File: src/hdl/rtcarc_pkg.sv
package rtcarc_pkg;

   // clock and timing
   localparam int unsigned CLK_PERIOD_NS = 25;
   localparam int unsigned HALF_SEC_NS = 500000000;
   localparam int unsigned HALF_SEC_CYCLES = HALF_SEC_NS / CLK_PERIOD_NS;
   localparam int unsigned BLK_RST_CYCLES = 4;

   // register byte offsets
   localparam logic [7:0] OFS_CTRL1 = 8'h00;
   localparam logic [7:0] OFS_ALM_TIME = 8'h04;
   localparam logic [7:0] OFS_ALM_DATE = 8'h08;
   localparam logic [7:0] OFS_SET_TIME = 8'h0c;
   localparam logic [7:0] OFS_SET_DATE = 8'h10;
   localparam logic [7:0] OFS_CNT_TIME = 8'h14;
   localparam logic [7:0] OFS_CNT_DATE = 8'h18;
   localparam logic [7:0] OFS_IRQ_STS = 8'h1c;
   localparam logic [7:0] OFS_IRQ_MASK = 8'h20;

   // calendar_control_one bit positions
   localparam int unsigned CTL_START = 0;
   localparam int unsigned CTL_RUN = 2;
   localparam int unsigned CTL_BRST = 3;
   localparam int unsigned CTL_OSTOP = 4;
   localparam int unsigned CTL_CRST = 5;
   localparam int unsigned CTL_BUSY = 6;
   localparam int unsigned CTL_MIN_EN = 8;
   localparam int unsigned CTL_HOUR_EN = 9;
   localparam int unsigned CTL_DATE_EN = 10;
   localparam int unsigned CTL_MON_EN = 11;
   localparam int unsigned CTL_YEAR_EN = 12;
   localparam int unsigned CTL_ALM_FLAG = 21;
   localparam int unsigned NUM_ALM_FIELDS = 5;

   // time word layout: second, minute, hour, weekday
   localparam int unsigned TIME_SEC_LSB = 0;
   localparam int unsigned TIME_MIN_LSB = 8;
   localparam int unsigned TIME_HOUR_LSB = 16;
   localparam int unsigned TIME_WDAY_LSB = 24;
   // date word layout: day of month, month, year
   localparam int unsigned DATE_DAY_LSB = 0;
   localparam int unsigned DATE_MON_LSB = 8;
   localparam int unsigned DATE_YEAR_LSB = 16;

   localparam int unsigned SEC_W = 6;
   localparam int unsigned MIN_W = 6;
   localparam int unsigned HOUR_W = 5;
   localparam int unsigned WDAY_W = 3;
   localparam int unsigned DAY_W = 5;
   localparam int unsigned MON_W = 4;
   localparam int unsigned YEAR_W = 7;

   localparam logic [31:0] TIME_WMASK = 32'h071f_3f3f;
   localparam logic [31:0] DATE_WMASK = 32'h007f_0f1f;
   localparam logic [31:0] TIME_RST = 32'h0000_0000;
   localparam logic [31:0] DATE_RST = 32'h0000_0101;
   localparam logic [MON_W-1:0] MON_RST = 4'h1;
   localparam logic [DAY_W-1:0] DAY_RST = 5'h01;

   // interrupt status / mask bits
   localparam int unsigned IRQ_ALARM = 0;
   localparam int unsigned IRQ_SEC = 1;
   localparam int unsigned IRQ_BRST = 2;
   localparam int unsigned IRQ_W = 3;

   typedef enum logic [1:0] {
      RUN_IDLE = 2'b00,
      RUN_LOAD = 2'b01,
      RUN_COUNT = 2'b11
   } rtcarc_run_e;

endpackage

File: src/hdl/rtcarc_prescale.sv
`timescale 1ns/100ps
module rtcarc_prescale #(
   parameter int unsigned HALF_CYC = rtcarc_pkg::HALF_SEC_CYCLES
) (
   input wire logic clk,
   input wire logic rst,
   input wire logic run,
   input wire logic hold,
   input wire logic stop,
   output logic sec_tick
);

   localparam int unsigned CW = $clog2(HALF_CYC);

   generate
      if (HALF_CYC < 2) begin : g_bad
         $error("rtcarc_prescale: HALF_CYC must be at least 2");
      end
   endgenerate

   logic [CW-1:0] cnt_r;
   logic half_r;
   logic wrap;

   assign wrap = (cnt_r == '0);

   // counters sit at their reload point while held, so release restarts a full second
   always_ff @(posedge clk) begin
      if (rst || hold || !run) begin
         cnt_r <= CW'(HALF_CYC - 1);
         half_r <= 1'b0;
      end else if (wrap) begin
         cnt_r <= CW'(HALF_CYC - 1);
         half_r <= !half_r;
      end else begin
         cnt_r <= cnt_r - CW'(1);
      end
   end

   // the counter keeps running while stopped; only the tick is withheld
   always_ff @(posedge clk) begin
      if (rst) begin
         sec_tick <= 1'b0;
      end else begin
         sec_tick <= run && !hold && !stop && wrap && half_r;
      end
   end

endmodule

File: src/hdl/rtcarc_calendar.sv
`timescale 1ns/100ps
module rtcarc_calendar (
   input wire logic clk,
   input wire logic rst,
   input wire logic load,
   input wire logic tick,
   input wire logic [31:0] set_time,
   input wire logic [31:0] set_date,
   output logic [rtcarc_pkg::SEC_W-1:0] sec_r,
   output logic [rtcarc_pkg::MIN_W-1:0] min_r,
   output logic [rtcarc_pkg::HOUR_W-1:0] hour_r,
   output logic [rtcarc_pkg::WDAY_W-1:0] wday_r,
   output logic [rtcarc_pkg::DAY_W-1:0] day_r,
   output logic [rtcarc_pkg::MON_W-1:0] mon_r,
   output logic [rtcarc_pkg::YEAR_W-1:0] year_r
);

   logic [rtcarc_pkg::DAY_W-1:0] dim;
   logic c_min, c_hour, c_day, c_mon, c_year;

   // two-digit year, every fourth year leap
   always_comb begin
      case (mon_r)
         4'h2: dim = (year_r[1:0] == 2'b00) ? 5'd29 : 5'd28;
         4'h4, 4'h6, 4'h9, 4'hb: dim = 5'd30;
         default: dim = 5'd31;
      endcase
   end

   assign c_min = tick && (sec_r == 6'd59);
   assign c_hour = c_min && (min_r == 6'd59);
   assign c_day = c_hour && (hour_r == 5'd23);
   assign c_mon = c_day && (day_r >= dim);
   assign c_year = c_mon && (mon_r == 4'hc);

   always_ff @(posedge clk) begin
      if (rst) begin
         {sec_r, min_r, hour_r, wday_r, year_r} <= '0;
         day_r <= rtcarc_pkg::DAY_RST;
         mon_r <= rtcarc_pkg::MON_RST;
      end else if (load) begin
         sec_r <= set_time[rtcarc_pkg::TIME_SEC_LSB +: rtcarc_pkg::SEC_W];
         min_r <= set_time[rtcarc_pkg::TIME_MIN_LSB +: rtcarc_pkg::MIN_W];
         hour_r <= set_time[rtcarc_pkg::TIME_HOUR_LSB +: rtcarc_pkg::HOUR_W];
         wday_r <= set_time[rtcarc_pkg::TIME_WDAY_LSB +: rtcarc_pkg::WDAY_W];
         day_r <= set_date[rtcarc_pkg::DATE_DAY_LSB +: rtcarc_pkg::DAY_W];
         mon_r <= set_date[rtcarc_pkg::DATE_MON_LSB +: rtcarc_pkg::MON_W];
         year_r <= set_date[rtcarc_pkg::DATE_YEAR_LSB +: rtcarc_pkg::YEAR_W];
      end else if (tick) begin
         sec_r <= c_min ? 6'd0 : sec_r + 6'd1;
         if (c_min) begin
            min_r <= c_hour ? 6'd0 : min_r + 6'd1;
         end
         if (c_hour) begin
            hour_r <= c_day ? 5'd0 : hour_r + 5'd1;
         end
         if (c_day) begin
            wday_r <= (wday_r == 3'd6) ? 3'd0 : wday_r + 3'd1;
            day_r <= c_mon ? rtcarc_pkg::DAY_RST : day_r + 5'd1;
         end
         if (c_mon) begin
            mon_r <= c_year ? rtcarc_pkg::MON_RST : mon_r + 4'h1;
         end
         if (c_year) begin
            year_r <= (year_r == 7'd99) ? 7'd0 : year_r + 7'd1;
         end
      end
   end

endmodule

File: src/hdl/rtcarc_top.sv
// What this block does
// [RULE1] Year compare enable adds year setting versus year counter to alarm match.
// [RULE2] Month compare enable adds month setting versus month counter to alarm match.
// [RULE3] Date compare enable adds date setting versus date counter to alarm match.
// [RULE4] Hour compare enable adds hour setting versus hour counter to alarm match.
// [RULE5] Minute compare enable adds minute setting versus minute counter to alarm match.
// [RULE6] Busy reads 1 while output stop, counter reset or a calendar load is active.
// [RULE7] Counter reset bit holds the sub-second and one-second counters in reset.
// [RULE8] Running with counter reset and output stop both 0, settings never reload.
// [RULE9] Software never sets counter reset and output stop together.
// [RULE10] Software sets neither counter reset nor output stop while stopped.
// [RULE11] Output stop withholds the one-second clock; clearing it passes it again.
// [RULE12] Writing 1 to block reset resets the calendar; bit reads 0 when done.
// [RULE13] Read of block reset returns 0 so a write-back cannot retrigger it; here the bit reads 1 while the pulse runs.
// [RULE14] Run status is 1 while counting; clearing start stops and clears it.
// [RULE15] Start copies all settings into the counters, then counting begins.
// [RULE16] Alarm flag sets on enabled-field match; write 0 clears, write 1 ignored.
// [RULE17] A field with compare disabled counts as matching.
// [RULE18] Reserved bits 15 to 13, 7 and 1 read 0 and ignore writes.
`timescale 1ns/100ps
module rtcarc_top #(
   parameter int unsigned HALF_SEC_CYC = rtcarc_pkg::HALF_SEC_CYCLES,
   parameter int unsigned BRST_CYC = rtcarc_pkg::BLK_RST_CYCLES
) (
   input wire logic SYS_CLK,
   input wire logic RST,
   input wire logic PSEL,
   input wire logic PENABLE,
   input wire logic PWRITE,
   input wire logic [7:0] PADDR,
   input wire logic [31:0] PWDATA,
   input wire logic [3:0] PSTRB,
   output logic [31:0] PRDATA,
   output logic PREADY,
   output logic PSLVERR,
   output logic IRQ,
   output logic SEC_CLK_OUT
);

   generate
      if (BRST_CYC < 1 || BRST_CYC > 7) begin : g_bad_brst
         $error("rtcarc_top: BRST_CYC must be 1 to 7");
      end
   endgenerate

   rtcarc_pkg::rtcarc_run_e state_r;
   rtcarc_pkg::rtcarc_run_e state_nxt;

   logic [rtcarc_pkg::NUM_ALM_FIELDS-1:0] alm_en_r;
   logic start_r;
   logic crst_r;
   logic ostop_r;
   logic flag_r;
   logic [2:0] brst_cnt_r;
   logic [31:0] alm_time_r;
   logic [31:0] alm_date_r;
   logic [31:0] set_time_r;
   logic [31:0] set_date_r;
   logic [rtcarc_pkg::IRQ_W-1:0] sts_r;
   logic [rtcarc_pkg::IRQ_W-1:0] mask_r;

   logic [rtcarc_pkg::SEC_W-1:0] cnt_sec;
   logic [rtcarc_pkg::MIN_W-1:0] cnt_min;
   logic [rtcarc_pkg::HOUR_W-1:0] cnt_hour;
   logic [rtcarc_pkg::WDAY_W-1:0] cnt_wday;
   logic [rtcarc_pkg::DAY_W-1:0] cnt_day;
   logic [rtcarc_pkg::MON_W-1:0] cnt_mon;
   logic [rtcarc_pkg::YEAR_W-1:0] cnt_year;

   logic setup;
   logic wr_acc;
   logic [31:0] bm;
   logic [31:0] ctrl_rd;
   logic [31:0] ctrl_wv;
   logic [31:0] cnt_time_rd;
   logic [31:0] cnt_date_rd;
   logic [31:0] rd_data;
   logic addr_hit;
   logic wr_ctrl;
   logic wr_set;
   logic blk_rst;
   logic brst_busy;
   logic running;
   logic loading;
   logic busy;
   logic sec_tick;
   logic [rtcarc_pkg::NUM_ALM_FIELDS-1:0] alm_eq;
   logic alm_hit;
   logic [rtcarc_pkg::IRQ_W-1:0] ev;

   function automatic logic [31:0] lane_mask(input logic [3:0] strb);
      logic [31:0] m;
      m = '0;
      for (int i = 0; i < 4; i++) begin
         m[8*i +: 8] = {8{strb[i]}};
      end
      return m;
   endfunction

   function automatic logic [31:0] merge(input logic [31:0] cur, input logic [31:0] wd,
                                         input logic [31:0] m);
      return (cur & ~m) | (wd & m);
   endfunction

   assign setup = PSEL && !PENABLE;
   assign wr_acc = PSEL && PENABLE && PREADY && PWRITE;
   assign bm = lane_mask(PSTRB);
   assign wr_ctrl = wr_acc && (PADDR == rtcarc_pkg::OFS_CTRL1);
   assign wr_set = wr_acc && ((PADDR == rtcarc_pkg::OFS_SET_TIME) ||
                              (PADDR == rtcarc_pkg::OFS_SET_DATE));
   assign ctrl_wv = merge(ctrl_rd, PWDATA, bm);

   assign brst_busy = (brst_cnt_r != 3'd0);
   assign blk_rst = RST || brst_busy; // [RULE12]
   assign running = (state_r == rtcarc_pkg::RUN_COUNT);
   assign loading = (state_r == rtcarc_pkg::RUN_LOAD);
   assign busy = ostop_r || crst_r || loading; // [RULE6]

   // control word as software sees it; unlisted positions stay 0 [RULE18]
   always_comb begin
      ctrl_rd = '0;
      ctrl_rd[rtcarc_pkg::CTL_MIN_EN +: rtcarc_pkg::NUM_ALM_FIELDS] = alm_en_r;
      ctrl_rd[rtcarc_pkg::CTL_ALM_FLAG] = flag_r;
      ctrl_rd[rtcarc_pkg::CTL_BUSY] = busy;
      ctrl_rd[rtcarc_pkg::CTL_CRST] = crst_r;
      ctrl_rd[rtcarc_pkg::CTL_OSTOP] = ostop_r;
      // only 1 while the pulse runs, so a read right after the write can still see it [RULE13]
      ctrl_rd[rtcarc_pkg::CTL_BRST] = brst_busy;
      ctrl_rd[rtcarc_pkg::CTL_RUN] = running; // [RULE14]
      ctrl_rd[rtcarc_pkg::CTL_START] = start_r;
   end

   always_comb begin
      cnt_time_rd = '0;
      cnt_time_rd[rtcarc_pkg::TIME_SEC_LSB +: rtcarc_pkg::SEC_W] = cnt_sec;
      cnt_time_rd[rtcarc_pkg::TIME_MIN_LSB +: rtcarc_pkg::MIN_W] = cnt_min;
      cnt_time_rd[rtcarc_pkg::TIME_HOUR_LSB +: rtcarc_pkg::HOUR_W] = cnt_hour;
      cnt_time_rd[rtcarc_pkg::TIME_WDAY_LSB +: rtcarc_pkg::WDAY_W] = cnt_wday;
      cnt_date_rd = '0;
      cnt_date_rd[rtcarc_pkg::DATE_DAY_LSB +: rtcarc_pkg::DAY_W] = cnt_day;
      cnt_date_rd[rtcarc_pkg::DATE_MON_LSB +: rtcarc_pkg::MON_W] = cnt_mon;
      cnt_date_rd[rtcarc_pkg::DATE_YEAR_LSB +: rtcarc_pkg::YEAR_W] = cnt_year;
   end

   always_comb begin
      rd_data = '0;
      addr_hit = 1'b1;
      case (PADDR)
         rtcarc_pkg::OFS_CTRL1: rd_data = ctrl_rd;
         rtcarc_pkg::OFS_ALM_TIME: rd_data = alm_time_r;
         rtcarc_pkg::OFS_ALM_DATE: rd_data = alm_date_r;
         rtcarc_pkg::OFS_SET_TIME: rd_data = set_time_r;
         rtcarc_pkg::OFS_SET_DATE: rd_data = set_date_r;
         rtcarc_pkg::OFS_CNT_TIME: rd_data = cnt_time_rd;
         rtcarc_pkg::OFS_CNT_DATE: rd_data = cnt_date_rd;
         rtcarc_pkg::OFS_IRQ_STS: rd_data = {{(32-rtcarc_pkg::IRQ_W){1'b0}}, sts_r};
         rtcarc_pkg::OFS_IRQ_MASK: rd_data = {{(32-rtcarc_pkg::IRQ_W){1'b0}}, mask_r};
         default: addr_hit = 1'b0;
      endcase
   end

   // one wait-free answer: ready and data follow the setup cycle
   always_ff @(posedge SYS_CLK) begin
      if (RST) begin
         PREADY <= 1'b0;
         PRDATA <= '0;
         PSLVERR <= 1'b0;
      end else begin
         PREADY <= setup;
         PRDATA <= setup ? rd_data : 32'h0000_0000;
         PSLVERR <= setup && !addr_hit;
      end
   end

   // run control: start loads the settings, then counting begins [RULE15]
   always_comb begin
      state_nxt = state_r;
      case (state_r)
         rtcarc_pkg::RUN_IDLE: begin
            if (start_r) begin
               state_nxt = rtcarc_pkg::RUN_LOAD;
            end
         end
         rtcarc_pkg::RUN_LOAD: begin
            state_nxt = start_r ? rtcarc_pkg::RUN_COUNT : rtcarc_pkg::RUN_IDLE;
         end
         rtcarc_pkg::RUN_COUNT: begin
            if (!start_r) begin
               state_nxt = rtcarc_pkg::RUN_IDLE; // [RULE14]
            end else if (wr_set && (crst_r || ostop_r)) begin
               // a live rewrite is only taken while the tick is held off [RULE8]
               state_nxt = rtcarc_pkg::RUN_LOAD;
            end
         end
         default: state_nxt = rtcarc_pkg::RUN_IDLE;
      endcase
   end

   always_ff @(posedge SYS_CLK) begin
      if (blk_rst) begin
         state_r <= rtcarc_pkg::RUN_IDLE;
      end else begin
         state_r <= state_nxt;
      end
   end

   // control bits; the block reset clears them along with the counters
   always_ff @(posedge SYS_CLK) begin
      if (blk_rst) begin
         alm_en_r <= '0;
         start_r <= 1'b0;
         crst_r <= 1'b0;
         ostop_r <= 1'b0;
      end else if (wr_ctrl) begin
         alm_en_r <= ctrl_wv[rtcarc_pkg::CTL_MIN_EN +: rtcarc_pkg::NUM_ALM_FIELDS];
         start_r <= ctrl_wv[rtcarc_pkg::CTL_START];
         // taken as written: both bits set, or set while stopped, is not guarded [RULE9] [RULE10]
         crst_r <= ctrl_wv[rtcarc_pkg::CTL_CRST]; // [RULE7]
         ostop_r <= ctrl_wv[rtcarc_pkg::CTL_OSTOP]; // [RULE11]
      end
   end

   // self-clearing block reset, kept out of its own reset path
   always_ff @(posedge SYS_CLK) begin
      if (RST) begin
         brst_cnt_r <= 3'd0;
      end else if (brst_busy) begin
         brst_cnt_r <= brst_cnt_r - 3'd1;
      end else if (wr_ctrl && ctrl_wv[rtcarc_pkg::CTL_BRST]) begin
         brst_cnt_r <= 3'(BRST_CYC); // [RULE12]
      end
   end

   // alarm and calendar settings; only the defined field bits store
   always_ff @(posedge SYS_CLK) begin
      if (RST) begin
         alm_time_r <= rtcarc_pkg::TIME_RST;
         alm_date_r <= rtcarc_pkg::DATE_RST;
         set_time_r <= rtcarc_pkg::TIME_RST;
         set_date_r <= rtcarc_pkg::DATE_RST;
      end else if (wr_acc) begin
         if (PADDR == rtcarc_pkg::OFS_ALM_TIME) begin
            alm_time_r <= merge(alm_time_r, PWDATA, bm) & rtcarc_pkg::TIME_WMASK;
         end
         if (PADDR == rtcarc_pkg::OFS_ALM_DATE) begin
            alm_date_r <= merge(alm_date_r, PWDATA, bm) & rtcarc_pkg::DATE_WMASK;
         end
         if (PADDR == rtcarc_pkg::OFS_SET_TIME) begin
            set_time_r <= merge(set_time_r, PWDATA, bm) & rtcarc_pkg::TIME_WMASK;
         end
         if (PADDR == rtcarc_pkg::OFS_SET_DATE) begin
            set_date_r <= merge(set_date_r, PWDATA, bm) & rtcarc_pkg::DATE_WMASK;
         end
      end
   end

   rtcarc_prescale #(
      .HALF_CYC(HALF_SEC_CYC)
   ) u_prescale (
      .clk(SYS_CLK),
      .rst(blk_rst),
      .run(running),
      .hold(crst_r), // [RULE7]
      .stop(ostop_r), // [RULE11]
      .sec_tick(sec_tick)
   );

   rtcarc_calendar u_calendar (
      .clk(SYS_CLK),
      .rst(blk_rst),
      .load(loading), // [RULE15]
      .tick(sec_tick),
      .set_time(set_time_r),
      .set_date(set_date_r),
      .sec_r(cnt_sec),
      .min_r(cnt_min),
      .hour_r(cnt_hour),
      .wday_r(cnt_wday),
      .day_r(cnt_day),
      .mon_r(cnt_mon),
      .year_r(cnt_year)
   );

   // per-field compare, each bit ordered like the enable field
   always_comb begin
      alm_eq = '0;
      alm_eq[0] = (alm_time_r[rtcarc_pkg::TIME_MIN_LSB +: rtcarc_pkg::MIN_W] ==
                   cnt_min); // [RULE5]
      alm_eq[1] = (alm_time_r[rtcarc_pkg::TIME_HOUR_LSB +: rtcarc_pkg::HOUR_W] ==
                   cnt_hour); // [RULE4]
      alm_eq[2] = (alm_date_r[rtcarc_pkg::DATE_DAY_LSB +: rtcarc_pkg::DAY_W] ==
                   cnt_day); // [RULE3]
      alm_eq[3] = (alm_date_r[rtcarc_pkg::DATE_MON_LSB +: rtcarc_pkg::MON_W] ==
                   cnt_mon); // [RULE2]
      alm_eq[4] = (alm_date_r[rtcarc_pkg::DATE_YEAR_LSB +: rtcarc_pkg::YEAR_W] ==
                   cnt_year); // [RULE1]
   end

   // disabled fields pass; with none enabled there is no alarm at all [RULE17]
   assign alm_hit = running && (|alm_en_r) && (&(alm_eq | ~alm_en_r));

   // set beats a same-cycle clear; writing 1 leaves the flag alone [RULE16]
   always_ff @(posedge SYS_CLK) begin
      if (blk_rst) begin
         flag_r <= 1'b0;
      end else if (alm_hit) begin
         flag_r <= 1'b1;
      end else if (wr_ctrl && !ctrl_wv[rtcarc_pkg::CTL_ALM_FLAG]) begin
         flag_r <= 1'b0;
      end
   end

   always_comb begin
      ev = '0;
      ev[rtcarc_pkg::IRQ_ALARM] = alm_hit && !flag_r;
      ev[rtcarc_pkg::IRQ_SEC] = sec_tick;
      ev[rtcarc_pkg::IRQ_BRST] = (brst_cnt_r == 3'd1);
   end

   // sticky status, write 1 to clear, new events win over the clear
   always_ff @(posedge SYS_CLK) begin
      if (RST) begin
         sts_r <= '0;
         mask_r <= '0;
      end else begin
         if (wr_acc && PADDR == rtcarc_pkg::OFS_IRQ_STS) begin
            sts_r <= (sts_r & ~(PWDATA[rtcarc_pkg::IRQ_W-1:0] & bm[rtcarc_pkg::IRQ_W-1:0])) | ev;
         end else begin
            sts_r <= sts_r | ev;
         end
         if (wr_acc && PADDR == rtcarc_pkg::OFS_IRQ_MASK) begin
            mask_r <= (mask_r & ~bm[rtcarc_pkg::IRQ_W-1:0]) |
                      (PWDATA[rtcarc_pkg::IRQ_W-1:0] & bm[rtcarc_pkg::IRQ_W-1:0]);
         end
      end
   end

   always_ff @(posedge SYS_CLK) begin
      if (RST) begin
         IRQ <= 1'b0;
         SEC_CLK_OUT <= 1'b0;
      end else begin
         IRQ <= |(sts_r & mask_r);
         SEC_CLK_OUT <= sec_tick; // [RULE11]
      end
   end

endmodule

File: config.mk
export PLATFORM = sky130hd
export DESIGN_NAME = rtcarc_top
export DESIGN_NICKNAME = d
export VERILOG_FILES = /design/src/hdl/rtcarc_pkg.sv /design/src/hdl/rtcarc_prescale.sv /design/src/hdl/rtcarc_calendar.sv /design/src/hdl/rtcarc_top.sv
export SDC_FILE = /design/constraint.sdc
export NUM_CORES = 1
export LEC_CHECK = 0
export BUFFER_PORTS_ARGS = -buffer_cell sky130_fd_sc_hd__buf_2
export CAP_MARGIN = 20
export CORE_UTILIZATION = 65
export CTS_BUF_LIST = sky130_fd_sc_hd__clkbuf_8
export CTS_CLUSTER_SIZE = 20
export DETAILED_ROUTE_END_ITERATION = 16
export PLACE_DENSITY = 0.86
export SYNTH_ARGS = -nofsm -noshare
export SYNTH_HDL_FRONTEND = slang
export SYNTH_SLANG_ARGS = --single-unit
File: constraint.sdc
create_clock -name SYS_CLK -period 5.3 [get_ports SYS_CLK]
set_input_delay 0.53 -clock SYS_CLK [delete_from_list [all_inputs] [get_ports SYS_CLK]]
set_output_delay 0.53 -clock SYS_CLK [all_outputs]
set_load 0.01 [all_outputs]
==> key figures, run 1 <==
Power and ir drop
  • Net Sw Frac: 0.2731
  • Peak supply drop: 0.2354 mV
  • P_int: 1.753 mW
  • Sequential share of power: 0.576
  • Total power: 2.411 mW
  • PD cells: 247.2 nW/um2
  • Leakage: 3.481 nW
  • Net Switching: 0.6585 mW
  • Gate power share: 0.090
  • Clock power frac: 0.334

Floorplan
  • DIE HEIGHT: 120.5 um
  • Num rows: 42
  • Core Area: 13450 um2
  • Die ar.: 14520 um2
  • Starting Density: 0.6785
  • Ports: 85
  • Die X: 120.5 um

Placed design
  • Routability cong.: 1.024
  • Port buffer count: 65
  • Post-DP HPWL: 17.97 mm
  • Area of placed instances: 9430 um2

Global route
  • Overall Global Routing Usage: 0.3631
  • Global-route wire length before repair: 40.95 mm
  • Vias in the first global route: 7883
  • GR Overflow Total: 0
  • Initial antenna violation count: 1
  • Largest net degree at the start of global routing: 87

Setup path
  • Crit end category: flop
  • CP max FO: 37
  • WP data required: 5.65 ns
  • Worst r2r path cells: 5
  • WP data arrival: 3.34 ns
  • CP endpoint: PRDATA[8]
  • Critical path startpoint category: primary input
  • Reg2Reg Launch Point: u_prescale.sec_tick
  • R2r setup slk: 2.44 ns
  • Worst Setup SP: PADDR[4]
  • Crit path kind: in2reg
  • R2R Path End: u_calendar.day_r[0]

Clocking
  • Clk Latency, worst-skew pair: 0.47 ns
  • Clk sinks: 182
  • Root buffer cell: clkbuf_8
  • Post-CTS Resized: 0
  • TritonCTS buffer count: 17
  • CTS Hold Bufs: 0
  • Post-CTS Setup Inserts: 0
  • Htree depth: 4
  • Worst-path clk slew: 0.09 ns
  • Clock Path Buffers: 2
  • TritonCTS clock tree: yes

Cells and area
  • Layout cells sized above 1: 0.1126
  • Nets: 1206
  • Synth-to-Final Area Change: 6.868%
  • Layout fillers: 1076
  • Cell area after layout: 9754 um2

STA
  • Worst slew pin tran: 1.114 ns
  • Final hold violations: 0
  • Rel. slew slack: 0.2549
  • Setup-failing EPs final: 0
  • Fin. max-slew vios: 0
  • Clock Skew: 0.01987 ns
  • Final setup TNS: 0 ns
  • F_max: 0.3347 GHz
  • RSZ-0062 raised after global routing: no
  • Period utilization: 0.5637
  • Final Critical Period: 2.988 ns

Synth
  • Synthesized cell area: 9128 um2
  • Post-synth top flop: dfxtp_1
  • Async set-reset flop share out of synthesis: 0
  • Area contributors post-synth: dfxtp_1 40%, nand2_1 6.3%, nand3_1 5.5%
  • Synth cell count leaders: 182 x dfxtp_1, 152 x nand2_1, 102 x nor2_1, 100 x nand3_1, 98 x a21oi_1
  • Post-synthesis sequential area ratio: 0.3992
  • Post-synth EDFFs: 0
  • Share of the synthesized area in the top cell type: 0.3992
  • Post-synth cell types: 72
  • Top-count cell post-synth: dfxtp_1
  • Yosys reg bits: 182
  • Mapped Cells: 1123
  • Largest area contributor in the netlist: dfxtp_1
  • Post-synthesis area per instance: 8.128 um2
  • Yosys synthesis warning count: 0

Min path
  • Hold Crit Class: in2reg

Run
  • Max-cap violation count: 0

Routing
  • DRT antenna net count: 0
  • Vias: 8712
  • Mean number of vias per cell: 6.541
  • Drt wl/cell: 19.15 um
  • DR pass1 iterations: 6
  • # DRC: 0
  • Routed WL: 25.50 mm
  • Initial DRC Count: 1403

Run status
  • Outcome: completed
==> how the worst min path moves through the flow <==
| stage | from | endpoint | slack (ns) | cells past startpoint |
|---|---|---|---|---|
| floorplan | u_prescale.cnt_r[0] | u_prescale.cnt_r[0] | 0.38 | 1 |
| global placement | u_prescale.cnt_r[0] | u_prescale.cnt_r[0] | 0.39 | 1 |
| detailed placement | u_prescale.cnt_r[0] | u_prescale.cnt_r[0] | 0.40 | 1 |
| CTS | PENABLE | PREADY | 0.27 | 2 |
| global route | PENABLE | PREADY | 0.28 | 2 |
| finish | PENABLE | PREADY | 0.28 | 2 |
==> power by group through the flow <==
stage | Sequential [mW] | Combinational [mW] | Clock [mW]
3_3_place_gp | 1.42 | 0.203 | 0
5_1_grt | 1.39 | 0.230 | 0.867
3_5_place_dp | 1.42 | 0.207 | 0
4_1_cts | 1.39 | 0.208 | 0.815
2_1_floorplan | 1.42 | 0.138 | 0
6_report | 1.39 | 0.217 | 0.806
==> cell usage in the layout, fill, tap and decap left out, types with 25 or more instances in the layout <==
master   synthesis  layout
dfxtp_1        182     182
nor2_1         102     102
nor3_1          25      25
buf_2           13      65
nand3_1        100     100
mux2i_1         28      28
a21oi_1         98      98
o21ai_0         35      35
nand2_1        152     152
==> critical path, cell delays in order <==
cell and delay (ns):
buf_2 0.38, nor4b_1 0.84, nand2_1 0.11, nand2_1 0.12
nand3_1 0.61, buf_4 0.44, nor3_1 0.29
==> logic make-up (layout without fill, tap and decap cells) <==
| logic type | after synthesis | after routing | synth area share |
|---|---|---|---|
| DFF | 182 | 182 | 0.3992 |
| adders and majority gates | 14 | 14 | 0.01919 |
| muxes | 41 | 41 | 0.05291 |
| other | 1 | 10 | 0.0004108 |
| and+or+nand+nor | 486 | 486 | 0.2610 |
| buffers and inverters | 101 | 125 | 0.04702 |
| AOI/OAI and AO/OA | 250 | 250 | 0.1742 |
| xor gates and xnor gates | 48 | 48 | 0.04606 |
==> metrics by stage <==
stage          instances  hold slack, ns    util  setup WS [ns]
2_1_floorplan       1131          0.3790       -          2.977
4_1_cts             1331          0.2680  0.7249          2.460
6_report            1332          0.2775  0.7251          2.312
3_5_place_dp        1300          0.4009  0.7010          1.992
3_3_place_gp        1300          0.3924  0.7010          2.014
5_1_grt             1331          0.2763  0.7249          2.179
==> area by class of cell <==
type                    count  area, um2  area share
diodes                      1      2.502   0.0002565
clock buffers              17      234.0     0.02399
clock inverters            14      87.58    0.008979
inverters                  17      63.81    0.006542
multi-input cells         848       5087      0.5215
flip-flops and latches    182       3643      0.3735
well taps                 176      220.2     0.02258
repair buffers             77      415.4     0.04259
==> routing by layer <==
| metal | up-vias | share of wire | wire length [um] | global-route usage |
|---|---|---|---|---|
| met5 | - | 0 | 0 | 0 |
| met4 | 0 | 0.033 | 839 | 0.1512 |
| met3 | 74 | 0.13 | 3200 | 0.08443 |
| met2 | 537 | 0.44 | 11220 | 0.5384 |
| met1 | 4015 | 0.40 | 10250 | 0.5065 |
| li1 | 4086 | - | - | - |
Note: power is estimated with default switching activity, not from simulation.
==> run 2: changes to the inputs <==
- ABC_AREA: not set -> 1
- CORE_UTILIZATION: 65 -> 62
- PLACE_DENSITY: 0.86 -> 0.83
- clock period: 5.3 -> 3 ns (I/O delays scaled with it)
==> key figures, run 2 <==
Clocking
  • CTS Hold Bufs: 0 (unchanged)
  • Post-CTS Setup Inserts: 0 (unchanged)
  • Post-CTS Resized: 0 (unchanged)
  • Worst-path clk slew: 0.09 ns (about the same)
  • Htree depth: 4 (unchanged)
  • Clock Path Buffers: 2 (unchanged)
  • TritonCTS buffer count: 17 (unchanged)
  • Root buffer cell: clkbuf_8
  • Clk Latency, worst-skew pair: 0.48 ns (about the same)
  • TritonCTS clock tree: yes
  • Clk sinks: 182 (unchanged)

Setup path
  • Crit-path cells: inv_1 -> ha_1 -> o21ai_0 -> a22oi_1 -> a21oi_1 -> ha_1 -> o21ai_0 -> nand2_1 -> nand4_1 -> inv_1 -> nand3_1 -> nand3_1 -> nand2_1 -> nor2_1
  • Crit path kind: reg2reg
  • WP data arrival: 2.87 ns (-0.47 ns)
  • Worst path max stage delay: 0.45 ns (-0.39 ns)
  • Worst r2r path cells: 14 (+9)
  • Critical path startpoint category: flop
  • Crit end category: flop
  • R2r setup slk: 0.50 ns (-1.94 ns)
  • CP max FO: 7 (-81%)
  • Slowest CP cell: dfxtp_1
  • WP data required: 3.37 ns (-2.28 ns)

Placed design
  • Routability cong.: 0.9323 (-9.0%)
  • Port buffer count: 65 (unchanged)
  • Placed Instances: 1508 (+16%)
  • Post-DP HPWL: 17.84 mm (-0.73%)

Floorplan
  • DIE HEIGHT: 123.0 um (+2.1%)
  • Ports: 85 (unchanged)
  • Die ar.: 15130 um2 (+4.2%)
  • Core Area: 14100 um2 (+4.8%)
  • Num rows: 43 (+2.4%)
  • Die X: 123.0 um (+2.1%)
  • Starting Density: 0.6441 (-0.03442)

Cells and area
  • Nets: 1410 (+17%)
  • Most frequent cells in the layout: 277 x nand2_1, 182 x dfxtp_1, 168 x inv_1
  • Layout cells sized above 1: 0.1251 (+0.01254)
  • ANT cells: 0 (-1)
  • Final Non-Filler Cells: 1539 (+16%)
  • Commonest non-fill, non-tap cell in the layout: nand2_1
  • Layout fillers: 1239 (+15%)
  • Synth-to-Final Area Change: 9.082%

STA
  • Final Critical Period: 2.500 ns
  • Fin. max-slew vios: 0 (unchanged)
  • RSZ-0062 raised after global routing: no
  • Rel. slew slack: 0.4459 (+0.1910)
  • Final setup TNS: 0 ns (unchanged)
  • Final hold violations: 0 (unchanged)
  • Period utilization: 0.8333
  • F_max: 0.4000 GHz
  • Worst slew pin tran: 0.8285 ns (-0.2851 ns)
  • Clock Skew: 0.01512 ns (-0.004745 ns)
  • Setup-failing EPs final: 0 (unchanged)

Power and ir drop
  • Leakage: 4.165 nW (+20%)
  • PD cells: 446.5 nW/um2 (+81%)
  • Peak supply drop: 0.3334 mV (+42%)

Synth
  • Yosys synthesis warning count: 0 (unchanged)
  • Largest area contributor in the netlist: dfxtp_1
  • Post-synth top flop: dfxtp_1
  • Top-count cell post-synth: nand2_1
  • Post-synth EDFFs: 0 (unchanged)
  • Post-synthesis area per instance: 7.060 um2 (-13%)
  • Share of the synthesized area in the top cell type: 0.4013 (+0.002146)
  • Post-synth cell types: 48 (-33%)
  • Synthesized cell area: 9079 um2 (-0.53%)
  • Mapped Cells: 1286 (+15%)
  • Async set-reset flop share out of synthesis: 0 (unchanged)
  • Area contributors post-synth: dfxtp_1 40%, nand2_1 11%, a21oi_1 7.4%
  • Post-synthesis sequential area ratio: 0.4013 (+0.002146)
  • Yosys reg bits: 182 (unchanged)
  • Synth cell count leaders: 277 x nand2_1, 182 x dfxtp_1, 166 x inv_1, 134 x a21oi_1, 107 x o21ai_0

Routing
  • Vias: 8893 (+2.1%)
  • Routed WL: 24.86 mm (-2.5%)
  • Mean number of vias per cell: 5.778 (-12%)
  • DR pass1 iterations: 5 (-1)
  • DRT antenna net count: 0 (unchanged)
  • # DRC: 0 (unchanged)
  • Drt wl/cell: 16.15 um (-16%)
  • Initial DRC Count: 805 (-43%)

Global route
  • Initial antenna violation count: 0 (-1)
  • Global-route wire length before repair: 39.60 mm (-3.3%)
  • Largest net degree at the start of global routing: 38 (-56%)
  • GR Overflow Total: 0 (unchanged)
  • Overall Global Routing Usage: 0.3422 (-0.02094)
  • Vias in the first global route: 7959 (+0.96%)

Run status
  • Outcome: completed

Run
  • Max-cap violation count: 0 (unchanged)

Min path
  • Hold path cells: 3 (+1)
  • Hold Crit Class: in2reg
## run 2: cell types whose count changed in the layout (fill, tap and decap cells not counted), moves of 12 or more
cell,delta
a21oi_1,+36
a22oi_1,-17
inv_1,+149
mux2i_1,-28
nand2_1,+125
nand3_1,-36
nor2_2,+21
nor3_1,-12
o21ai_0,+72
o22ai_1,+17
xnor2_1,-15
## run 2: worst paths after layout
path	to	startpoint
worst min-delay path	flop	PWDATA[25]
worst max register to register	u_calendar.year_r[6]	u_calendar.mon_r[0]
worst min register to register	u_prescale.cnt_r[0]	u_prescale.cnt_r[0]
worst max-delay path	u_calendar.year_r[6]	u_calendar.mon_r[0]
## run 2: critical path, delay by kind of cell (launching register included)
kind / cells / cell delay, ns
simple gates: 6 / 0.69
compound gates: 4 / 0.57
buf+inv: 2 / 0.19
flops: 1 / 0.45
fa+ha+maj: 2 / 0.49
## run 2: metal layers
layer / share of wire / global-route usage
met1: 0.42 / 0.4454
met2: 0.45 / 0.5439
met4: 0.043 / 0.1634
met3: 0.090 / 0.06873
met5: 0 / 0
## run 2: per-stage QoR
step	cell area [um2]	worst slack [ns]	util	total power, mW	hold WS [ns]
after floorplan	9109	0.8919	-	2.726	0.3658
after global placement	9523	0.6241	0.6756	2.850	0.3755
after detailed placement	9523	0.5732	0.6756	2.860	0.3802
after CTS	9903	0.5375	0.7026	4.420	0.06354
after global routing	9903	0.2482	0.7026	4.559	0.06191
final	9903	0.5002	0.7026	4.421	0.07514
## run 2: logic make-up after synthesis
| logic type | after synthesis | share of synthesized area |
|---|---|---|
| AO/OA/AOI/OAI | 323 | 0.1976 |
| XOR/XNOR | 31 | 0.02991 |
| adder cells (fa/ha/maj) | 14 | 0.01929 |
| buffers and inverters | 218 | 0.09895 |
| flip-flops | 182 | 0.4013 |
| other | 1 | 0.0004131 |
| AND/OR/NAND/NOR | 517 | 0.2525 |
## run 2: area by class of cell
type	instances	area [um2]	share of cell area
Multi-Input combinational cell	894	4569	0.4614
Tap cell	180	225.2	0.02274
Clock buffer	22	302.8	0.03057
Sequential cell	182	3643	0.3679
Timing Repair Buffer	80	437.9	0.04422
Clock inverter	9	77.57	0.007833
Inverter	172	646.9	0.06532
## run 2: power by group
part,switching [mW],internal (mW),leakage (nW)
clock,0.851,0.755,0.203
sequential,0.0178,2.44,1.47
combinational,0.266,0.0954,2.50
==> run 3: changes to the inputs <==
- clock period: 3 -> 2.53 ns (I/O delays scaled with it)
==> key figures, run 3 (synthesis results as in run 2) <==
Cells and area
  • Most frequent cells in the layout: 275 x nand2_1, 180 x dfxtp_1, 167 x inv_1
  • Nets: 1413 (+0.21%)
  • ANT cells: 0 (unchanged)
  • Layout cells sized above 1: 0.1308 (+0.005694)
  • Commonest non-fill, non-tap cell in the layout: nand2_1
  • Synth-to-Final Area Change: 9.647%
  • Cell area after layout: 9955 um2 (+0.52%)

STA
  • Final Worst Setup Slack: 0.1758 ns (-0.3244 ns)
  • Rel. slew slack: 0.4947 (+0.04882)
  • Clock Skew: 0.01371 ns (-0.001407 ns)
  • Final setup TNS: 0 ns (unchanged)
  • Final Critical Period: 2.354 ns (-0.1456 ns)
  • F_max: 0.4248 GHz (+6.2%)
  • Worst slew pin tran: 0.7551 ns (-0.07333 ns)
  • Setup-failing EPs final: 0 (unchanged)
  • Final hold violations: 0 (unchanged)
  • Worst hold margin: 0.01632 ns (-0.05882 ns)
  • Period utilization: 0.9305 (+0.09725)
  • Fin. max-slew vios: 0 (unchanged)

Setup path
  • Worst r2r path cells: 14 (unchanged)
  • R2r setup slk: 0.18 ns (-0.32 ns)
  • WP data arrival: 2.74 ns (-0.13 ns)
  • WP data required: 2.91 ns (-0.46 ns)
  • Crit end category: flop
  • CP max FO: 7 (unchanged)
  • Reg2Reg Launch Point: u_calendar.mon_r[0]
  • Critical path startpoint category: flop
  • R2R Path End: u_calendar.year_r[4]
  • Crit path kind: reg2reg

Power and ir drop
  • PD cells: 525.3 nW/um2 (+18%)
  • Leakage: 4.193 nW (+0.66%)
  • Peak supply drop: 0.3648 mV (+9.4%)

Routing
  • Initial DRC Count: 1073 (+33%)
  • # DRC: 0 (unchanged)
  • Mean number of vias per cell: 5.808 (+0.51%)
  • DR pass1 iterations: 6 (+1)
  • Drt wl/cell: 16.38 um (+1.4%)
  • DRT antenna net count: 0 (unchanged)
  • Vias: 8950 (+0.64%)
  • Routed WL: 25.23 mm (+1.5%)

Clocking
  • TritonCTS clock tree: yes
  • Clk Latency, worst-skew pair: 0.48 ns (about the same)
  • Worst-path clk slew: 0.09 ns (about the same)
  • Clk sinks: 182 (unchanged)
  • TritonCTS buffer count: 17 (unchanged)
  • CTS Hold Bufs: 0 (unchanged)
  • Root buffer cell: clkbuf_8
  • Htree depth: 4 (unchanged)
  • Clock Path Buffers: 2 (unchanged)

Placed design
  • Area of placed instances: 9558 um2 (+0.37%)
  • Pre-CTS setup slack: 0.06979 ns (-0.5034 ns)
  • Routability cong.: 0.9323 (unchanged)
  • Post-DP HPWL: 18.03 mm (+1.1%)
  • Port buffer count: 65 (unchanged)

Min path
  • Hold Crit Class: in2reg
  • Hold path cells: 3 (unchanged)
  • Hold Path Origin: PWDATA[25]

Run
  • Max-cap violation count: 0 (unchanged)

Floorplan
  • DIE HEIGHT: 123.0 um (unchanged)
  • Core Area: 14100 um2 (unchanged)
  • Die ar.: 15130 um2 (unchanged)
  • Starting Density: 0.6441 (unchanged)
  • Ports: 85 (unchanged)
  • Die X: 123.0 um (unchanged)
  • Num rows: 43 (unchanged)

Global route
  • GR Overflow Total: 0 (unchanged)
  • Largest net degree at the start of global routing: 36 (-5.3%)
  • Global-route wire length before repair: 40.25 mm (+1.7%)
  • Initial antenna violation count: 0 (unchanged)
  • Overall Global Routing Usage: 0.3487 (+0.006517)
  • Vias in the first global route: 8084 (+1.6%)

Run status
  • Outcome: completed
run 3: cell types whose count changed in the layout (fill, tap and decap cells not counted), sizes merged:
cell	change
clkinv	-1
clkbuf	-1
buf	+3
clkinvlp	+1
run 3: per-layer routing:
metal	global-route usage	part of all wire	routed length, um
met4	0.1732	0.041	1025
met5	0	0	0
met2	0.5523	0.45	11380
met3	0.06365	0.088	2216
met1	0.4568	0.42	10610
run 3: final cells by class:
class                      instances  area [um2]
clock buffer                      21       289.0
clock inverter                     9       80.08
fill                            1224        4141
inverter                         172       646.9
multi-input combinational        894        4592
sequential                       182        3649
tap                              180       225.2
timing repair buffer              83       473.0
run 3: stage by stage:
stage	cells	util	total power, mW
after global placement	1511	0.6781	3.384
after detailed placement	1511	0.6781	3.392
final	1541	0.7062	5.229
after global routing	1541	0.7062	5.401
after CTS	1541	0.7042	5.219
after floorplan	1294	-	3.232
run 3: how the worst max path moves through the flow:
stage | end | slack [ns] | start | cells past startpoint
floorplan | u_calendar.mon_r[1] | 0.42 | u_calendar.mon_r[0] | 14
global placement | u_calendar.mon_r[2] | 0.14 | u_calendar.mon_r[0] | 14
detailed placement | u_calendar.mon_r[2] | 0.07 | u_calendar.mon_r[0] | 14
CTS | u_calendar.mon_r[2] | 0.05 | u_calendar.mon_r[0] | 14
global route | u_calendar.year_r[0] | -0.03 | u_calendar.mon_r[1] | 15
finish | u_calendar.year_r[4] | 0.18 | u_calendar.mon_r[0] | 14
run 3: timing repair:
| action | CTS | global route |
|---|---|---|
| resized for setup | 0 | 10 |
| setup endpoints to repair | 0 | 16 |
| setup buffers | 0 | 0 |
run 3: power breakdown:
| part | internal (mW) | switching, mW |
|---|---|---|
| sequential | 2.89 | 0.0206 |
| combinational | 0.113 | 0.318 |
| clock | 0.864 | 1.03 |
run 3: worst max-delay path, stage by stage (launching register included):
cell	delay, ns
dfxtp_4	0.37
inv_1	0.13
ha_1	0.18
nor3b_1	0.29
a21oi_1	0.14
ha_1	0.28
o21ai_0	0.08
nand2_1	0.07
nand4_1	0.12
inv_1	0.12
nand2_1	0.07
nand2_1	0.13
nand2_4	0.11
nor2_1	0.12
nor2_1	0.06
